## config.mk

```make
export PLATFORM = sky130hd
export DESIGN_NAME = uartmd_ctrl
export DESIGN_NICKNAME = d
export VERILOG_FILES = /design/src/design/uartmd_pkg.sv /design/src/design/uartmd_rx_filter.sv /design/src/design/uartmd_ctrl.sv
export VERILOG_INCLUDE_DIRS = /design/src /design/src/design
export SDC_FILE = /design/constraint.sdc
export NUM_CORES = 1
export LEC_CHECK = 0
export BUFFER_PORTS_ARGS = -buffer_cell sky130_fd_sc_hd__clkbuf_2
export CAP_MARGIN = 20
export CORE_MARGIN = 2
export CORE_UTILIZATION = 44
export CTS_CLUSTER_DIAMETER = 40
export CTS_CLUSTER_SIZE = 20
export DETAILED_ROUTE_END_ITERATION = 7
export MAX_ROUTING_LAYER = met4
export PLACE_DENSITY_LB_ADDON = 0.05
export SLEW_MARGIN = 20
export SYNTH_ARGS = -nofsm -noshare
export SYNTH_HDL_FRONTEND = slang
export SYNTH_SLANG_ARGS = --single-unit
```

## constraint.sdc

```tcl
create_clock -name I_MCLK -period 1.8 [get_ports I_MCLK]
set_input_delay 0.09 -clock I_MCLK [delete_from_list [all_inputs] [get_ports I_MCLK]]
set_output_delay 0.09 -clock I_MCLK [all_outputs]
set_load 0.01 [all_outputs]
```

## src/design/uartmd_params.svh

```systemverilog
`ifndef UARTMD_PARAMS_SVH
`define UARTMD_PARAMS_SVH

// Register byte addresses
`define UARTMD_ADDR_EFC 12'h000
`define UARTMD_ADDR_MCTL 12'h004
`define UARTMD_ADDR_ENH 12'h008
`define UARTMD_ADDR_MATCH 12'h00C
`define UARTMD_ADDR_INTEN 12'h010
`define UARTMD_ADDR_STAT 12'h014

// extra_features_control fields
`define UARTMD_EFC_IRQ 7
`define UARTMD_EFC_RTSINV 5
`define UARTMD_EFC_DIRCON 4
`define UARTMD_EFC_TXOFF 2
`define UARTMD_EFC_RXOFF 1
`define UARTMD_EFC_MDROP 0
`define UARTMD_EFC_WMASK 8'hB7

// Other control fields
`define UARTMD_MCTL_RTS 1
`define UARTMD_ENH_SCD 5
`define UARTMD_INTEN_LSI 2

// Status fields
`define UARTMD_STAT_RXON 0
`define UARTMD_STAT_TXPEND 1
`define UARTMD_STAT_RTS 2
`define UARTMD_STAT_FLUSH 3

// Reset values
`define UARTMD_EFC_RST 8'h00
`define UARTMD_MCTL_RST 8'h00
`define UARTMD_ENH_RST 8'h00
`define UARTMD_MATCH_RST 8'h00
`define UARTMD_INTEN_RST 8'h00

`endif

```

## src/design/uartmd_pkg.sv

```systemverilog
package uartmd_pkg;

  typedef struct packed {
    logic [7:0] efc;
    logic [7:0] mctl;
    logic [7:0] enh;
    logic [7:0] match;
    logic [7:0] int_en;
    logic tx_pending;
    logic rts_n;
    logic rx_off_prev;
    logic flush_wait;
    logic [31:0] prdata;
  } uartmd_ctrl_type;

  typedef struct packed {
    logic push;
    logic [7:0] data;
    logic perr;
    logic lsi;
    logic en_set;
    logic en_clr;
  } uartmd_filt_type;

endpackage

```

## src/design/uartmd_rx_filter.sv

```systemverilog
`timescale 1ns/10ps
module uartmd_rx_filter #(
  parameter int CHAR_W = 8
) (
  input wire logic i_mclk,
  input wire logic i_rst,
  input wire logic i_valid,
  input wire logic [CHAR_W-1:0] i_char,
  input wire logic i_ninth,
  input wire logic i_mdrop,
  input wire logic i_scd,
  input wire logic i_rx_on,
  input wire logic i_lsi_en,
  input wire logic [CHAR_W-1:0] i_match,
  output logic o_push,
  output logic [7:0] o_data,
  output logic o_perr,
  output logic o_lsi,
  output logic o_en_set,
  output logic o_en_clr
);

  if (CHAR_W < 5 || CHAR_W > 8) begin : g_bad_width
    $error("CHAR_W must lie between 5 and 8");
  end

  uartmd_pkg::uartmd_filt_type s;
  uartmd_pkg::uartmd_filt_type next_s;

  always_comb begin
    next_s = '0;
    next_s.data = 8'(i_char);
    if (i_valid) begin
      if (!i_mdrop) begin
        next_s.push = i_rx_on;
      end else if (!i_scd) begin
        if (i_ninth) begin
          next_s.push = 1'b1;
          next_s.perr = 1'b1;
          next_s.lsi = i_lsi_en;
        end else begin
          next_s.push = i_rx_on;
        end
      end else if (i_ninth) begin
        if (i_char == i_match) begin
          next_s.push = 1'b1;
          next_s.perr = i_ninth;
          next_s.lsi = i_lsi_en;
          next_s.en_set = 1'b1;
        end else begin
          next_s.en_clr = 1'b1;
        end
      end else begin
        next_s.push = i_rx_on;
      end
    end
  end

  always_ff @(posedge i_mclk) begin
    if (i_rst) begin
      s <= '0;
    end else begin
      s <= next_s;
    end
  end

  assign o_push = s.push;
  assign o_data = s.data;
  assign o_perr = s.perr;
  assign o_lsi = s.lsi;
  assign o_en_set = s.en_set;
  assign o_en_clr = s.en_clr;

endmodule // uartmd_rx_filter

```

## src/design/uartmd_ctrl.sv

```systemverilog
// Operation
// - Bit 7 picks quarter or 3/16 IR pulse
// - Direction RTS low sending, high receiving; invertible
// - Direction enable hands RTS to transmitter
// - Transmit off after current character; FIFO fills
// - Receive off at once; shift contents flushed
// - Bit 0 selects nine-bit multidrop mode
// - Direction control overrides modem and flow RTS
// - RTS low on write, high after last bit
// - Inverted: RTS high while pending, low after
// - Ninth bit one marks address, interrupts controller
// - Disabled receiver drops data, flags and stores addresses
// - Enabled receiver stores data, flags each address
// - Auto mode discards unmatched addresses, and data while the receiver is disabled
// - Matched address enables receiver, stored with flag
// - Later unmatched address disables receiver, is dropped
//
// Chosen here: the APB register port and the placing of the registers.
`timescale 1ns/10ps
`include "uartmd_params.svh"
module uartmd_ctrl (
  input wire logic I_MCLK,
  input wire logic I_RST,
  input wire logic I_PSEL,
  input wire logic I_PENABLE,
  input wire logic I_PWRITE,
  input wire logic [11:0] I_PADDR,
  input wire logic [31:0] I_PWDATA,
  output logic [31:0] O_PRDATA,
  output logic O_PREADY,
  output logic O_PSLVERR,
  input wire logic I_TX_FIFO_WRITE,
  input wire logic I_TX_FIFO_EMPTY,
  input wire logic I_TX_CHAR_DONE,
  input wire logic I_RX_BUSY,
  input wire logic I_RX_CHAR_VALID,
  input wire logic [7:0] I_RX_CHAR,
  input wire logic I_RX_NINTH,
  input wire logic I_FLOW_EN,
  input wire logic I_FLOW_RTS_N,
  output logic O_RTS_N,
  output logic O_TX_START_OK,
  output logic O_RX_SAMPLE_EN,
  output logic O_RX_FLUSH,
  output logic O_RX_PUSH,
  output logic [7:0] O_RX_DATA,
  output logic O_RX_PAR_FLAG,
  output logic O_LINE_STATUS_EVENT,
  output logic O_IR_QUARTER_PULSE,
  output logic O_MULTIDROP
);

  ////////////////////////////////////////////////////////////////////////////////
  // State

  localparam uartmd_pkg::uartmd_ctrl_type RST_STATE = '{
    efc: `UARTMD_EFC_RST,
    mctl: `UARTMD_MCTL_RST,
    enh: `UARTMD_ENH_RST,
    match: `UARTMD_MATCH_RST,
    int_en: `UARTMD_INTEN_RST,
    tx_pending: 1'b0,
    rts_n: 1'b1,
    rx_off_prev: 1'b0,
    flush_wait: 1'b0,
    prdata: 32'h00000000
  };

  uartmd_pkg::uartmd_ctrl_type s;
  uartmd_pkg::uartmd_ctrl_type next_s;

  logic setup_ph;
  logic access_ph;
  logic mapped;
  logic wr_en;
  logic efc_wr;
  logic rx_on;
  logic f_push;
  logic [7:0] f_data;
  logic f_perr;
  logic f_lsi;
  logic f_en_set;
  logic f_en_clr;
  logic [31:0] rd_mux;

  assign setup_ph = I_PSEL && !I_PENABLE;
  assign access_ph = I_PSEL && I_PENABLE;
  assign wr_en = access_ph && I_PWRITE && mapped;
  assign efc_wr = wr_en && (I_PADDR == `UARTMD_ADDR_EFC);
  // Normal mode still accepts the character caught by a flush
  assign rx_on = !s.efc[`UARTMD_EFC_RXOFF] || s.flush_wait;

  ////////////////////////////////////////////////////////////////////////////////
  // Register read decode

  always_comb begin
    mapped = 1'b1;
    rd_mux = 32'h00000000;
    case (I_PADDR)
      `UARTMD_ADDR_EFC: rd_mux[7:0] = s.efc;
      `UARTMD_ADDR_MCTL: rd_mux[7:0] = s.mctl;
      `UARTMD_ADDR_ENH: rd_mux[7:0] = s.enh;
      `UARTMD_ADDR_MATCH: rd_mux[7:0] = s.match;
      `UARTMD_ADDR_INTEN: rd_mux[7:0] = s.int_en;
      `UARTMD_ADDR_STAT: begin
        rd_mux[`UARTMD_STAT_RXON] = O_RX_SAMPLE_EN;
        rd_mux[`UARTMD_STAT_TXPEND] = s.tx_pending;
        rd_mux[`UARTMD_STAT_RTS] = s.rts_n;
        rd_mux[`UARTMD_STAT_FLUSH] = s.flush_wait;
      end
      default: mapped = 1'b0;
    endcase
  end

  ////////////////////////////////////////////////////////////////////////////////
  // Next state

  always_comb begin
    next_s = s;
    if (setup_ph) begin
      next_s.prdata = rd_mux;
    end
    if (wr_en) begin
      case (I_PADDR)
        `UARTMD_ADDR_EFC: next_s.efc = I_PWDATA[7:0] & `UARTMD_EFC_WMASK;
        `UARTMD_ADDR_MCTL: next_s.mctl = I_PWDATA[7:0];
        `UARTMD_ADDR_ENH: next_s.enh = I_PWDATA[7:0];
        `UARTMD_ADDR_MATCH: next_s.match = I_PWDATA[7:0];
        `UARTMD_ADDR_INTEN: next_s.int_en = I_PWDATA[7:0];
        default: next_s.int_en = s.int_en;
      endcase
    end
    // Receiver self-enable and self-disable outrank a software write
    if (f_en_set) begin
      next_s.efc[`UARTMD_EFC_RXOFF] = 1'b0;
    end
    if (f_en_clr) begin
      next_s.efc[`UARTMD_EFC_RXOFF] = 1'b1;
    end
    next_s.rx_off_prev = s.efc[`UARTMD_EFC_RXOFF];
    if (I_RX_CHAR_VALID) begin
      next_s.flush_wait = 1'b0;
    end
    if (s.efc[`UARTMD_EFC_RXOFF] && !s.rx_off_prev && !s.efc[`UARTMD_EFC_MDROP]
        && I_RX_BUSY) begin
      next_s.flush_wait = 1'b1;
    end
    if (I_TX_CHAR_DONE && I_TX_FIFO_EMPTY) begin
      next_s.tx_pending = 1'b0;
    end
    if (I_TX_FIFO_WRITE) begin
      next_s.tx_pending = 1'b1;
    end
    if (next_s.efc[`UARTMD_EFC_DIRCON]) begin
      next_s.rts_n = next_s.tx_pending ~^ next_s.efc[`UARTMD_EFC_RTSINV];
    end else if (I_FLOW_EN) begin
      next_s.rts_n = I_FLOW_RTS_N;
    end else begin
      next_s.rts_n = !next_s.mctl[`UARTMD_MCTL_RTS];
    end
  end

  always_ff @(posedge I_MCLK) begin
    if (I_RST) begin
      s <= RST_STATE;
    end else begin
      s <= next_s;
    end
  end

  ////////////////////////////////////////////////////////////////////////////////
  // Receive filter

  uartmd_rx_filter #(
    .CHAR_W(8)
  ) uartmd_rx_filter_i (
    .i_mclk(I_MCLK),
    .i_rst(I_RST),
    .i_valid(I_RX_CHAR_VALID),
    .i_char(I_RX_CHAR),
    .i_ninth(I_RX_NINTH),
    .i_mdrop(s.efc[`UARTMD_EFC_MDROP]),
    .i_scd(s.enh[`UARTMD_ENH_SCD]),
    .i_rx_on(rx_on),
    .i_lsi_en(s.int_en[`UARTMD_INTEN_LSI]),
    .i_match(s.match),
    .o_push(f_push),
    .o_data(f_data),
    .o_perr(f_perr),
    .o_lsi(f_lsi),
    .o_en_set(f_en_set),
    .o_en_clr(f_en_clr)
  );

  ////////////////////////////////////////////////////////////////////////////////
  // Outputs

  assign O_PRDATA = s.prdata;
  assign O_PREADY = 1'b1;
  assign O_PSLVERR = access_ph && !mapped;
  assign O_RTS_N = s.rts_n;
  assign O_TX_START_OK = !s.efc[`UARTMD_EFC_TXOFF];
  // Multidrop keeps sampling so addresses are still seen
  assign O_RX_SAMPLE_EN = !s.efc[`UARTMD_EFC_RXOFF] || s.efc[`UARTMD_EFC_MDROP];
  assign O_RX_FLUSH = s.flush_wait;
  assign O_RX_PUSH = f_push;
  assign O_RX_DATA = f_data;
  assign O_RX_PAR_FLAG = f_perr;
  assign O_LINE_STATUS_EVENT = f_lsi;
  assign O_IR_QUARTER_PULSE = s.efc[`UARTMD_EFC_IRQ];
  assign O_MULTIDROP = s.efc[`UARTMD_EFC_MDROP];

  logic dir_plain;
  logic dir_inv;
  logic auto_md;
  logic soft_md;
  assign dir_plain = s.efc[`UARTMD_EFC_DIRCON] && !s.efc[`UARTMD_EFC_RTSINV] && !efc_wr;
  assign dir_inv = s.efc[`UARTMD_EFC_DIRCON] && s.efc[`UARTMD_EFC_RTSINV] && !efc_wr;
  assign auto_md = s.efc[`UARTMD_EFC_MDROP] && s.enh[`UARTMD_ENH_SCD] && I_RX_CHAR_VALID;
  assign soft_md = s.efc[`UARTMD_EFC_MDROP] && !s.enh[`UARTMD_ENH_SCD] && I_RX_CHAR_VALID;
endmodule // uartmd_ctrl

```

=== Word-level counts from Yosys, hierarchy flattened ===
Index checks and enable logic that the tools add are counted.

* $add $sub $neg: 0
* $mul: 0
* Divide/modulo/power cells: 0
* $lt $le $gt $ge: 0
* Eq/ne operators: 6
* Shift-type cells: 0
* Muxes and demuxes: 27
* Bitwise operators: 5
* Reduce and logical (&&, ||, !) cells: 32

{| class="wikitable"
|+ Operators with widths
! kind !! count
|-
| $mux W38 || 1
|-
| $mux W8 || 4
|-
| $eq A12 B4 Y1 const B || 2
|-
| $eq A12 B5 Y1 const B || 2
|-
| $pmux W4 S6 || 1
|-
| $pmux W4 S5 || 1
|-
| $mux W1 || 15
|-
| $eq A12 B3 Y1 const B || 1
|-
| $logic_not A12 Y1 || 1
|-
| $reduce_and A2 Y1 || 6
|-
| $logic_and A1 B1 Y1 || 9
|-
| $eq A8 B8 Y1 || 1
|-
| $logic_not A1 Y1 || 7
|-
| $mux W6 || 1
|-
| $reduce_bool A3 Y1 || 2
|-
| $reduce_or A6 Y1 || 1
|-
| $reduce_or A5 Y1 || 1
|-
| $mux W2 || 2
|-
| $mux W4 || 1
|-
| $not A1 Y1 || 4
|-
| $mux W3 || 1
|-
| $reduce_or A3 Y1 || 1
|-
| $logic_or A1 B1 Y1 || 2
|-
| $reduce_bool A2 Y1 || 1
|-
| 2 further kinds || 2
|}

* Flip-flop bits (word level): 63
* Latch bits: 0
* Bits in writable memories: 0
* Memory bits (read-only): 0
* Input bits: 65
* Output and inout port bits: 51
* Word-level logic and storage cells: 89
* Memories kept: 0

=== Longest topological paths before layout ===
Gate-level depths: netlist (run 1).

* Word-level depth: 8
* Mapped depth: 7
* Depth with buffers taken out: 5

=== Modules after synthesis ===
A second synthesis (run 1) with hierarchy kept.

* Cell total of the unflattened synthesis: 332
* Area total of the unflattened synthesis: 3049.2 µm²

{| class="wikitable"
|+ By module, submodules not included
! module !! instances !! cells an instance !! area each (µm²) !! sequential area each (µm²)
|-
| uartmd_ctrl || 1 || 287 || 2577.5 || 1001.0
|-
| uartmd_rx_filter || 1 || 45 || 471.7 || 260.2
|}

=== Worst setup path before layout (run 1) ===
No wires, ideal clock.

* Path type: input -> register
* From: input port I_PADDR[9]
* To: register s[43] in the netlist's numbering
* Library setup time: 128 ps
* Arrival time: 1735 ps
* Slack: -63 ps
* Cell stages on the path: 6
* Path through: or4_4 -> or4_4 -> nor3b_2 -> buf_6 -> mux2i_1 -> nor2_1

* Cells in the longest elaborated chain, start to end: 5
* Elaborated cells on any way between the ends: 10

{| class="wikitable"
|+ Ends and longest elaborated chain
! item !! RTL line !! source
|-
| start, declared || uartmd_ctrl.sv:27 || <nowiki>input wire logic [11:0] I_PADDR,</nowiki>
|-
| $eq A12 B4 Y1 (tied with other cells) || uartmd_ctrl.sv:99 || <nowiki>case (I_PADDR)</nowiki>
|-
| $reduce_or A6 Y1 (no source line) || - ||
|-
| $mux W1 || uartmd_ctrl.sv:99 ||
|-
| $logic_and A1 B1 Y1 || uartmd_ctrl.sv:88 || <nowiki>assign wr_en = access_ph && I_PWRITE && mapped;</nowiki>
|-
| $reduce_and A2 Y1 (no source line) (*) || - ||
|-
| end signal, assigned || uartmd_ctrl.sv:167 || <nowiki>s <= next_s;</nowiki>
|-
| end, declared || uartmd_ctrl.sv:69 || <nowiki>uartmd_pkg::uartmd_ctrl_type s;</nowiki>
|}

Mark *: on every way between the ends. The rest lies on a longest branch, timed or not.
A chain may end at the register's enable or synchronous reset.

=== Worst setup path after layout (run 1) ===
* From: input port I_PADDR[9]
* To: output port O_PSLVERR

* Cells in the longest elaborated chain, start to end: 5
* Elaborated cells on any way between the ends: 10

{| class="wikitable"
|+ Ends and longest elaborated chain
! item !! RTL line !! source
|-
| $eq A12 B4 Y1 (tied with other cells) || uartmd_ctrl.sv:99 ||
|-
| $reduce_or A6 Y1 (no source line) (*) || - ||
|-
| $mux W1 (*) || uartmd_ctrl.sv:99 ||
|-
| $logic_not A1 Y1 (*) || uartmd_ctrl.sv:200 || <nowiki>assign O_PSLVERR = access_ph && !mapped;</nowiki>
|-
| $logic_and A1 B1 Y1 (*) || uartmd_ctrl.sv:200 ||
|-
| end, declared || uartmd_ctrl.sv:31 || <nowiki>output logic O_PSLVERR,</nowiki>
|}

Marked as above.

==> flow_summary.rst, run 1 <==
.. list-table::
   :header-rows: 1

   * - Metric
     - Value
   * - Run status
     - completed
   * - Main combinational cell family by area after synthesis
     - simple AND/OR/NAND/NOR gates
   * - Largest net degree at the start of global routing
     - 50
   * - Period Utilization, post-route
     - 0.915
   * - Multi-input logic area
     - 1490 µm²
   * - Global-route wire length before repair
     - 11.3 mm
   * - Die height
     - 86.6 µm
   * - Initial antenna violation count
     - 0
   * - Cts hold-fix bufs
     - 9
   * - # resized after CTS
     - 0
   * - CP endpoint kind
     - primary output
   * - Post-layout net count
     - 472
   * - Number of top-level pins
     - 116
   * - Crit path arrival time
     - 1560 ps
   * - Number of port buffers
     - 66
   * - Complex-gate fraction of the synthesized area
     - 0.0895
   * - Area fraction of the dominant cell type after synthesis
     - 0.420
   * - Total Routing Usage GR
     - 0.202
   * - Number of enable-type register cells in the synthesized netlist
     - 0
   * - Sequential share of the synthesized area
     - 0.420
   * - Synthesized cell area
     - 3010 µm²
   * - Xor and xnor fraction of the mapped netlist area
     - 0.0262
   * - Avg Cell Area, Syn
     - 9.13 µm²
   * - Fin area
     - 3680 µm²
   * - Synth Warn #
     - 0
   * - Die span in x
     - 86.6 µm
   * - Met3 track utilization from global routing
     - 0.0581
   * - Core Region
     - 6720 µm²
   * - Unrepaired setup endpoints after global routing
     - false
   * - Areal power density over the cells
     - 798 nW/µm²
   * - Setup TNS
     - 0 ps
   * - Max-Cap Viols
     - 0
   * - Mux share of post-synthesis cell area
     - 0.147
   * - Number of library cell types mapped by synthesis
     - 46
   * - Reg power frac
     - 0.482
   * - Count of final max-slew check failures
     - 0
   * - Hold Fails Final Rpt
     - 0
   * - Synthesized-area fraction occupied by and/or/nand/nor cells
     - 0.200
   * - Final setup fails
     - 0
   * - Vias in the first global route
     - 2201
   * - Part of the power in the clock network
     - 0.432
   * - Most used DFF post-synth
     - sky130_fd_sc_hd__dfxtp_1
   * - Routed Antenna Nets
     - 0
   * - FF+latch count, synth
     - 63
   * - Pre-CTS setup slack
     - -197 ps
   * - CTS clk-pin slew, worst paths
     - 70 ps
   * - Cell-by-cell trace of the critical path
     - clkbuf_2 > or4_4 > nor4_4 > nand2_1 > and3_1 > clkbuf_2
   * - Number of violations reported at the end of detailed-routing iteration 0
     - 128
   * - Post-route DRC
     - 0
   * - Crit Path Max Fanout
     - 5
   * - H-tree Lvls
     - 3
   * - Number of cells in the design after placement
     - 467
   * - Required time worst endpoint
     - 1710 ps
   * - Area after DPL
     - 3380 µm²
   * - Finished Layout Cells
     - 492
   * - Root buf cell
     - sky130_fd_sc_hd__clkbuf_8
   * - Net switching power figure
     - 737 µW
   * - Max Freq
     - 607 MHz
   * - Combinational power share
     - 0.086
   * - Final core utilization
     - 0.547
   * - Count of vias placed by the detailed router
     - 2420
   * - Share of final-layout standard cells stronger than drive strength 1
     - 0.277
   * - Switching power share of the total
     - 0.251
   * - Initial cell density of the core
     - 0.447
   * - Filler Cells Inserted
     - 660
   * - Top-count cell post-synth
     - sky130_fd_sc_hd__dfxtp_1
   * - Routed wire per std cell
     - 13.7 µm
   * - Cells taking the most area after synthesis
     - sky130_fd_sc_hd__dfxtp_1, sky130_fd_sc_hd__mux2i_1, sky130_fd_sc_hd__buf_4
   * - Wirelength, routed
     - 6.74 mm
   * - Adder-Cell Fraction of Synth Area
     - 0
   * - Clock insertion delay at the later pin of the skew report
     - 340 ps
   * - Most instantiated cells after synthesis
     - sky130_fd_sc_hd__dfxtp_1, sky130_fd_sc_hd__nor2_1, sky130_fd_sc_hd__buf_4, sky130_fd_sc_hd__mux2i_1, sky130_fd_sc_hd__nand2_1
   * - Layer with the highest usage
     - met2
   * - Clock skew
     - 8.55 ps
   * - Critical path start-end classification
     - in -> out
   * - Largest incremental delay on the critical path
     - 570 ps
   * - Synthesis-to-finish area growth
     - 22.4%
   * - Kind of launch point of the worst setup path
     - input pin
   * - Area taken by flip-flops and latches
     - 1260 µm²
   * - Area enclosed by the die boundary
     - 7510 µm²
   * - Remaining Overflow, GRT
     - 0
   * - Leakage power summed over all cells
     - 1.71 nW
   * - Number of diodes added for antenna fixing
     - 0
   * - Per-cell via count in the routed design
     - 4.92
   * - M2 GR Usage
     - 0.293
   * - Max stage delay cell, worst path
     - sky130_fd_sc_hd__or4_4
   * - Clock Path Buffers
     - 2
   * - Slack of the critical path
     - 152 ps
   * - Share of synthesized flip-flops with an asynchronous set or reset
     - 0
   * - Post-CTS setup buffer count
     - 0
   * - Post-detail-place hpwl
     - 4.99 mm
   * - Crit-path most repeated cell
     - sky130_fd_sc_hd__clkbuf_2
   * - Hold Crit Class
     - in -> reg
   * - CTS buffer count
     - 9
   * - Sinks on the clock net
     - 63
   * - Maximum vdd drop
     - 0.517 mV
   * - TritonCTS clock tree
     - built
   * - Num rows
     - 30
   * - Cell internal power dissipation
     - 2.20 mW
   * - Cell type with the highest aggregate area in the netlist
     - sky130_fd_sc_hd__dfxtp_1
   * - Global placement routability congestion
     - 0.762
   * - Number of detailed-route iterations in the first pass
     - 5
   * - Min cycle time layout
     - 1650 ps
   * - GR Layer Usage met1
     - 0.276
   * - Cells after Synth
     - 329
==> cell families after synthesis <==
| group | Yosys count |
|---|---|
| muxes | 40 |
| DFF | 63 |
| and+or+nand+nor | 116 |
| buffers and inverters | 56 |
| other | 2 |
| xor gates and xnor gates | 9 |
| AOI/OAI and AO/OA | 43 |
==> metrics by stage <==
stage	power (mW)	hold slack (ps)
6_report	2.93	8.79
5_1_grt	3.06	13.6
4_1_cts	2.97	0.101
3_5_place_dp	1.69	335
3_3_place_gp	1.69	327
2_1_floorplan	1.61	218
==> path summary, 6_finish.rpt <==
| check | start | endpoint | slack, ps | cells after the start |
|---|---|---|---|---|
| worst max-delay path | I_PADDR[9] | O_PSLVERR | 150 | 6 |
| worst min-delay path | I_RX_CHAR[4] | uartmd_rx_filter_i.o_data[4]$_SDFF_PP0_ | 9 | 2 |
| worst max register to register | s[57]$_SDFFE_PP0P_ | O_PRDATA[5]$_SDFFE_PP0P_ | 370 | 5 |
| worst min register to register | s[67]$_SDFFE_PP0P_ | s[67]$_SDFFE_PP0P_ | 450 | 2 |
==> routing by layer <==
| layer | vias up | routed length [µm] |
|---|---|---|
| met5 | - | 0 |
| met4 | 0 | 69 |
| met3 | 7 | 380 |
| met2 | 83 | 2960 |
| met1 | 1103 | 3330 |
| li1 | 1227 | - |
==> sequential cells by signal (all words and copies together), names as in the netlist <==
name                         cells
uartmd_rx_filter_i.o_lsi         1
next_s                           1
uartmd_rx_filter_i.o_en_clr      1
O_PRDATA                         8
O_MULTIDROP                      1
uartmd_rx_filter_i.o_en_set      1
s                               37
O_IR_QUARTER_PULSE               1
uartmd_rx_filter_i.o_perr        1
O_RX_FLUSH                       1
O_RTS_N                          1
uartmd_rx_filter_i.o_data        8
uartmd_rx_filter_i.o_push        1
==> layout make-up <==
cell class                 count  area share
clock buffer                  10      0.0374
clock inverter                 6      0.0187
inverter                       6     0.00612
multi-input combinational    233       0.404
sequential                    63       0.343
tap                           80      0.0272
timing repair buffer          94       0.163
==> layout by cell type, fill, tap and decap left out, drive strengths merged, types with 5 or more instances in the layout <==
cell	Yosys	layout
inv	6	7
nor2	40	40
dlygate4sd3	0	9
clkbuf	11	76
xor2	9	9
a21oi	23	23
nand2	28	28
nand3	6	6
mux2i	33	33
or3	6	6
buf	39	19
nor4	5	5
dfxtp	63	63
nor2b	14	14
conb	2	25
==> worst max-delay path: cells and delay by family <==
family | cells | cell delay, ps
buffers and inverters | 2 | 200
and+or+nand+nor | 4 | 1270
==> power groups by stage <==
| stage | combinational [mW] | clock (mW) | sequential [mW] |
|---|---|---|---|
| floorplan | 0.160 | 0 | 1.45 |
| finish | 0.253 | 1.27 | 1.42 |
| CTS | 0.255 | 1.30 | 1.42 |
| global route | 0.282 | 1.36 | 1.42 |
| global placement | 0.238 | 0 | 1.45 |
| detailed placement | 0.239 | 0 | 1.45 |
Note: power is estimated with default switching activity, not from simulation.
==> run 2: changes to the inputs <==
--- a/config.mk
+++ b/config.mk
@@ -9,4 +9,5 @@
 export BUFFER_PORTS_ARGS = -buffer_cell sky130_fd_sc_hd__clkbuf_2
 export CAP_MARGIN = 20
+export CORE_ASPECT_RATIO = 0.5
 export CORE_MARGIN = 2
 export CORE_UTILIZATION = 44
==> constraint.sdc (replaced) <==
create_clock -name I_MCLK -period 1.8 [get_ports I_MCLK]
set_input_delay 0.09 -clock I_MCLK [delete_from_list [all_inputs] [get_ports I_MCLK]]
set_output_delay 0.09 -clock I_MCLK [all_outputs]
set_load 0.02 [all_outputs]
==> flow_summary.rst, run 2 (synthesized netlist as in run 1, its figures left out) <==
.. list-table::
   :header-rows: 1

   * - Metric
     - Value
   * - Run status
     - completed (unchanged)
   * - Flop2flop setup slack
     - 350 ps (was 370 ps)
   * - Die height
     - 62.4 µm (was 86.6 µm)
   * - Clock insertion delay at the later pin of the skew report
     - 340 ps (about the same)
   * - Commonest cells after routing, fill and taps aside
     - sky130_fd_sc_hd__clkbuf_2, sky130_fd_sc_hd__dfxtp_1, sky130_fd_sc_hd__nor2_1 (unchanged)
   * - Reg power frac
     - 0.425 (was 0.482)
   * - Kind of launch point of the worst setup path
     - input pin (unchanged)
   * - Number of violations reported at the end of detailed-routing iteration 0
     - 165 (was 128)
   * - Maximum vdd drop
     - 0.645 mV (was 0.517 mV)
   * - Combinational power share
     - 0.084 (was 0.086)
   * - Sinks on the clock net
     - 63 (unchanged)
   * - Period Utilization, post-route
     - 0.938 (was 0.915)
   * - H-tree Lvls
     - 3 (unchanged)
   * - Hold Fails Final Rpt
     - 0 (unchanged)
   * - Post-CTS setup buffer count
     - 0 (unchanged)
   * - Unrepaired setup endpoints after global routing
     - false (unchanged)
   * - Count of final max-slew check failures
     - 0 (unchanged)
   * - Count of vias placed by the detailed router
     - 2444 (was 2420)
   * - Startpoint of the most critical register-to-register path
     - s[57]$_SDFFE_PP0P_ (unchanged)
   * - Post-route DRC
     - 0 (unchanged)
   * - Crit Reg-Reg Endpoint
     - O_PRDATA[5]$_SDFFE_PP0P_ (unchanged)
   * - Required time worst endpoint
     - 1710 ps (about the same)
   * - Net switching power figure
     - 782 µW (was 737 µW)
   * - Number of cells in the design after placement
     - 478 (was 467)
   * - Share of final-layout standard cells stronger than drive strength 1
     - 0.272 (was 0.277)
   * - Routed wire per std cell
     - 14.9 µm (was 13.7 µm)
   * - Core Region
     - 6650 µm² (was 6720 µm²)
   * - Synthesis-to-finish area growth
     - 23.1% (was 22.4%)
   * - TritonCTS clock tree
     - built (unchanged)
   * - Global placement routability congestion
     - 0.793 (was 0.762)
   * - # resized after CTS
     - 0 (unchanged)
   * - Crit path arrival time
     - 1600 ps (was 1560 ps)
   * - Switching power share of the total
     - 0.234 (was 0.251)
   * - CTS buffer count
     - 9 (unchanged)
   * - Number of top-level pins
     - 116 (unchanged)
   * - Max Freq
     - 592 MHz (was 607 MHz)
   * - Post-layout net count
     - 469 (was 472)
   * - Per-cell via count in the routed design
     - 4.89 (was 4.92)
   * - Clock skew
     - 8.08 ps (was 8.55 ps)
   * - Critical path start-end classification
     - in -> out (unchanged)
   * - Commonest non-fill, non-tap cell in the layout
     - sky130_fd_sc_hd__clkbuf_2 (unchanged)
   * - Cell count of the worst hold path
     - 2 (unchanged)
   * - Finished Layout Cells
     - 500 (was 492)
   * - Global-route wire length before repair
     - 11.9 mm (was 11.3 mm)
   * - Die span in x
     - 121 µm (was 86.6 µm)
   * - Cell internal power dissipation
     - 2.56 mW (was 2.20 mW)
   * - Flip-flop count of the largest register, all copies and words added
     - 37 (unchanged)
   * - Num rows
     - 21 (was 30)
   * - Part of the power in the clock network
     - 0.492 (was 0.432)
   * - Reg with most FFs
     - s (unchanged)
   * - Worst slew margin relative to its limit
     - 0.589
   * - Total Routing Usage GR
     - 0.216 (was 0.202)
   * - Number of diodes added for antenna fixing
     - 0 (unchanged)
   * - Area enclosed by the die boundary
     - 7550 µm² (was 7510 µm²)
   * - Routed Antenna Nets
     - 0 (unchanged)
   * - Initial cell density of the core
     - 0.452 (was 0.447)
   * - Number of detailed-route iterations in the first pass
     - 4 (was 5)
   * - Initial antenna violation count
     - 0 (unchanged)
   * - Post-detail-place hpwl
     - 5.33 mm (was 4.99 mm)
   * - Crit Path Max Fanout
     - 4 (was 5)
   * - Number of cell instances on the worst register-to-register path
     - 5 (unchanged)
   * - Remaining Overflow, GRT
     - 0 (unchanged)
   * - Final core utilization
     - 0.557 (was 0.547)
   * - Worst-Margin Slew
     - 617 ps
   * - Min-delay src
     - I_RX_CHAR[3] (was I_RX_CHAR[4])
   * - Wirelength, routed
     - 7.46 mm (was 6.74 mm)
   * - Areal power density over the cells
     - 903 nW/µm² (was 798 nW/µm²)
   * - Max-Cap Viols
     - 0 (unchanged)
   * - Min cycle time layout
     - 1690 ps (was 1650 ps)
   * - Vias in the first global route
     - 2318 (was 2201)
   * - Number of port buffers
     - 66 (unchanged)
   * - Leakage power summed over all cells
     - 1.72 nW (was 1.71 nW)
   * - CTS clk-pin slew, worst paths
     - 50 ps (was 70 ps)
   * - Destination of the worst hold path
     - uartmd_rx_filter_i.o_data[3]$_SDFF_PP0_ (was uartmd_rx_filter_i.o_data[4]$_SDFF_PP0_)
   * - Clock Path Buffers
     - 2 (unchanged)
   * - Hold Crit Class
     - in -> reg (unchanged)
   * - Final setup fails
     - 0 (unchanged)
   * - Root buf cell
     - sky130_fd_sc_hd__clkbuf_16 (was sky130_fd_sc_hd__clkbuf_8)
   * - CP endpoint kind
     - primary output (unchanged)
   * - Largest net degree at the start of global routing
     - 59 (was 50)
[run 2: cell types whose count changed in the layout (fill, tap and decap cells not counted), moves of 2 or more]
cell and delta:
sky130_fd_sc_hd__clkbuf_8 -10, sky130_fd_sc_hd__buf_12 -3, sky130_fd_sc_hd__clkbuf_16 +9, sky130_fd_sc_hd__clkinv_2 +3
sky130_fd_sc_hd__dlygate4sd3_1 -2, sky130_fd_sc_hd__clkinv_4 -2, sky130_fd_sc_hd__buf_4 +2
[run 2: critical path, cell delays in order]
cell and delay, ps:
sky130_fd_sc_hd__clkbuf_2 80, sky130_fd_sc_hd__or4_4 550, sky130_fd_sc_hd__buf_4 160, sky130_fd_sc_hd__nor4_4 240, sky130_fd_sc_hd__nand2_1 130, sky130_fd_sc_hd__and3_1 200, sky130_fd_sc_hd__clkbuf_2 150
[run 2: timing repair]
action / 4_1_cts / 5_1_grt
setup endpoints to repair: 0 / 1
hold buffers: 7 / 0
hold endpoints to repair: 7 / 0
[run 2: layer usage]
metal / GRT usage / routed length, µm / up-vias
met4: 0.0741 / 98 / 0
met3: 0.0730 / 658 / 10
li1: - / - / 1215
met2: 0.275 / 2960 / 98
met5: - / 0 / -
met1: 0.315 / 3740 / 1121
[run 2: area by class of cell]
cell class,instances,area [µm²]
Fill cell,611,2950
Multi-Input combinational cell,233,1490
Sequential cell,63,1260
Timing Repair Buffer,91,536
Clock buffer,10,229
Tap cell,92,115
Clock inverter,5,50.0
Inverter,6,22.5
[run 2: how the worst max path moves through the flow]
stage               cells past startpoint                  to        from  slack (ps)
floorplan                               6  s[43]$_SDFFE_PP0P_  I_PADDR[9]         -40
global placement                        7  s[39]$_SDFFE_PP0P_  I_PADDR[9]        -180
detailed placement                      7  s[38]$_SDFFE_PP0P_  I_PADDR[9]        -210
CTS                                     7           O_PSLVERR  I_PADDR[9]          30
global route                            7  s[38]$_SDFFE_PP0P_  I_PADDR[9]          30
finish                                  7           O_PSLVERR  I_PADDR[9]         110
[run 2: metrics by stage]
stage / cell area (µm²) / worst slack (ps) / total power, mW / TNS (ps) / hold WS, ps
5_1_grt: 3700 / 33.8 / 3.48 / 0 / 12.1
3_5_place_dp: 3350 / -208 / 1.71 / -3310 / 332
6_report: 3700 / 112 / 3.34 / 0 / 0.759
3_3_place_gp: 3350 / -181 / 1.71 / -2170 / 322
4_1_cts: 3700 / 33.6 / 3.38 / 0 / 0.660
2_1_floorplan: 3090 / -42.2 / 1.65 / -337 / 218
[run 2: power by group through the flow]
stage / Sequential [mW] / Clock (mW) / Combinational [mW]
global placement: 1.45 / 0 / 0.265
finish: 1.42 / 1.64 / 0.280
floorplan: 1.46 / 0 / 0.187
global route: 1.42 / 1.75 / 0.304
detailed placement: 1.45 / 0 / 0.267
CTS: 1.42 / 1.68 / 0.280
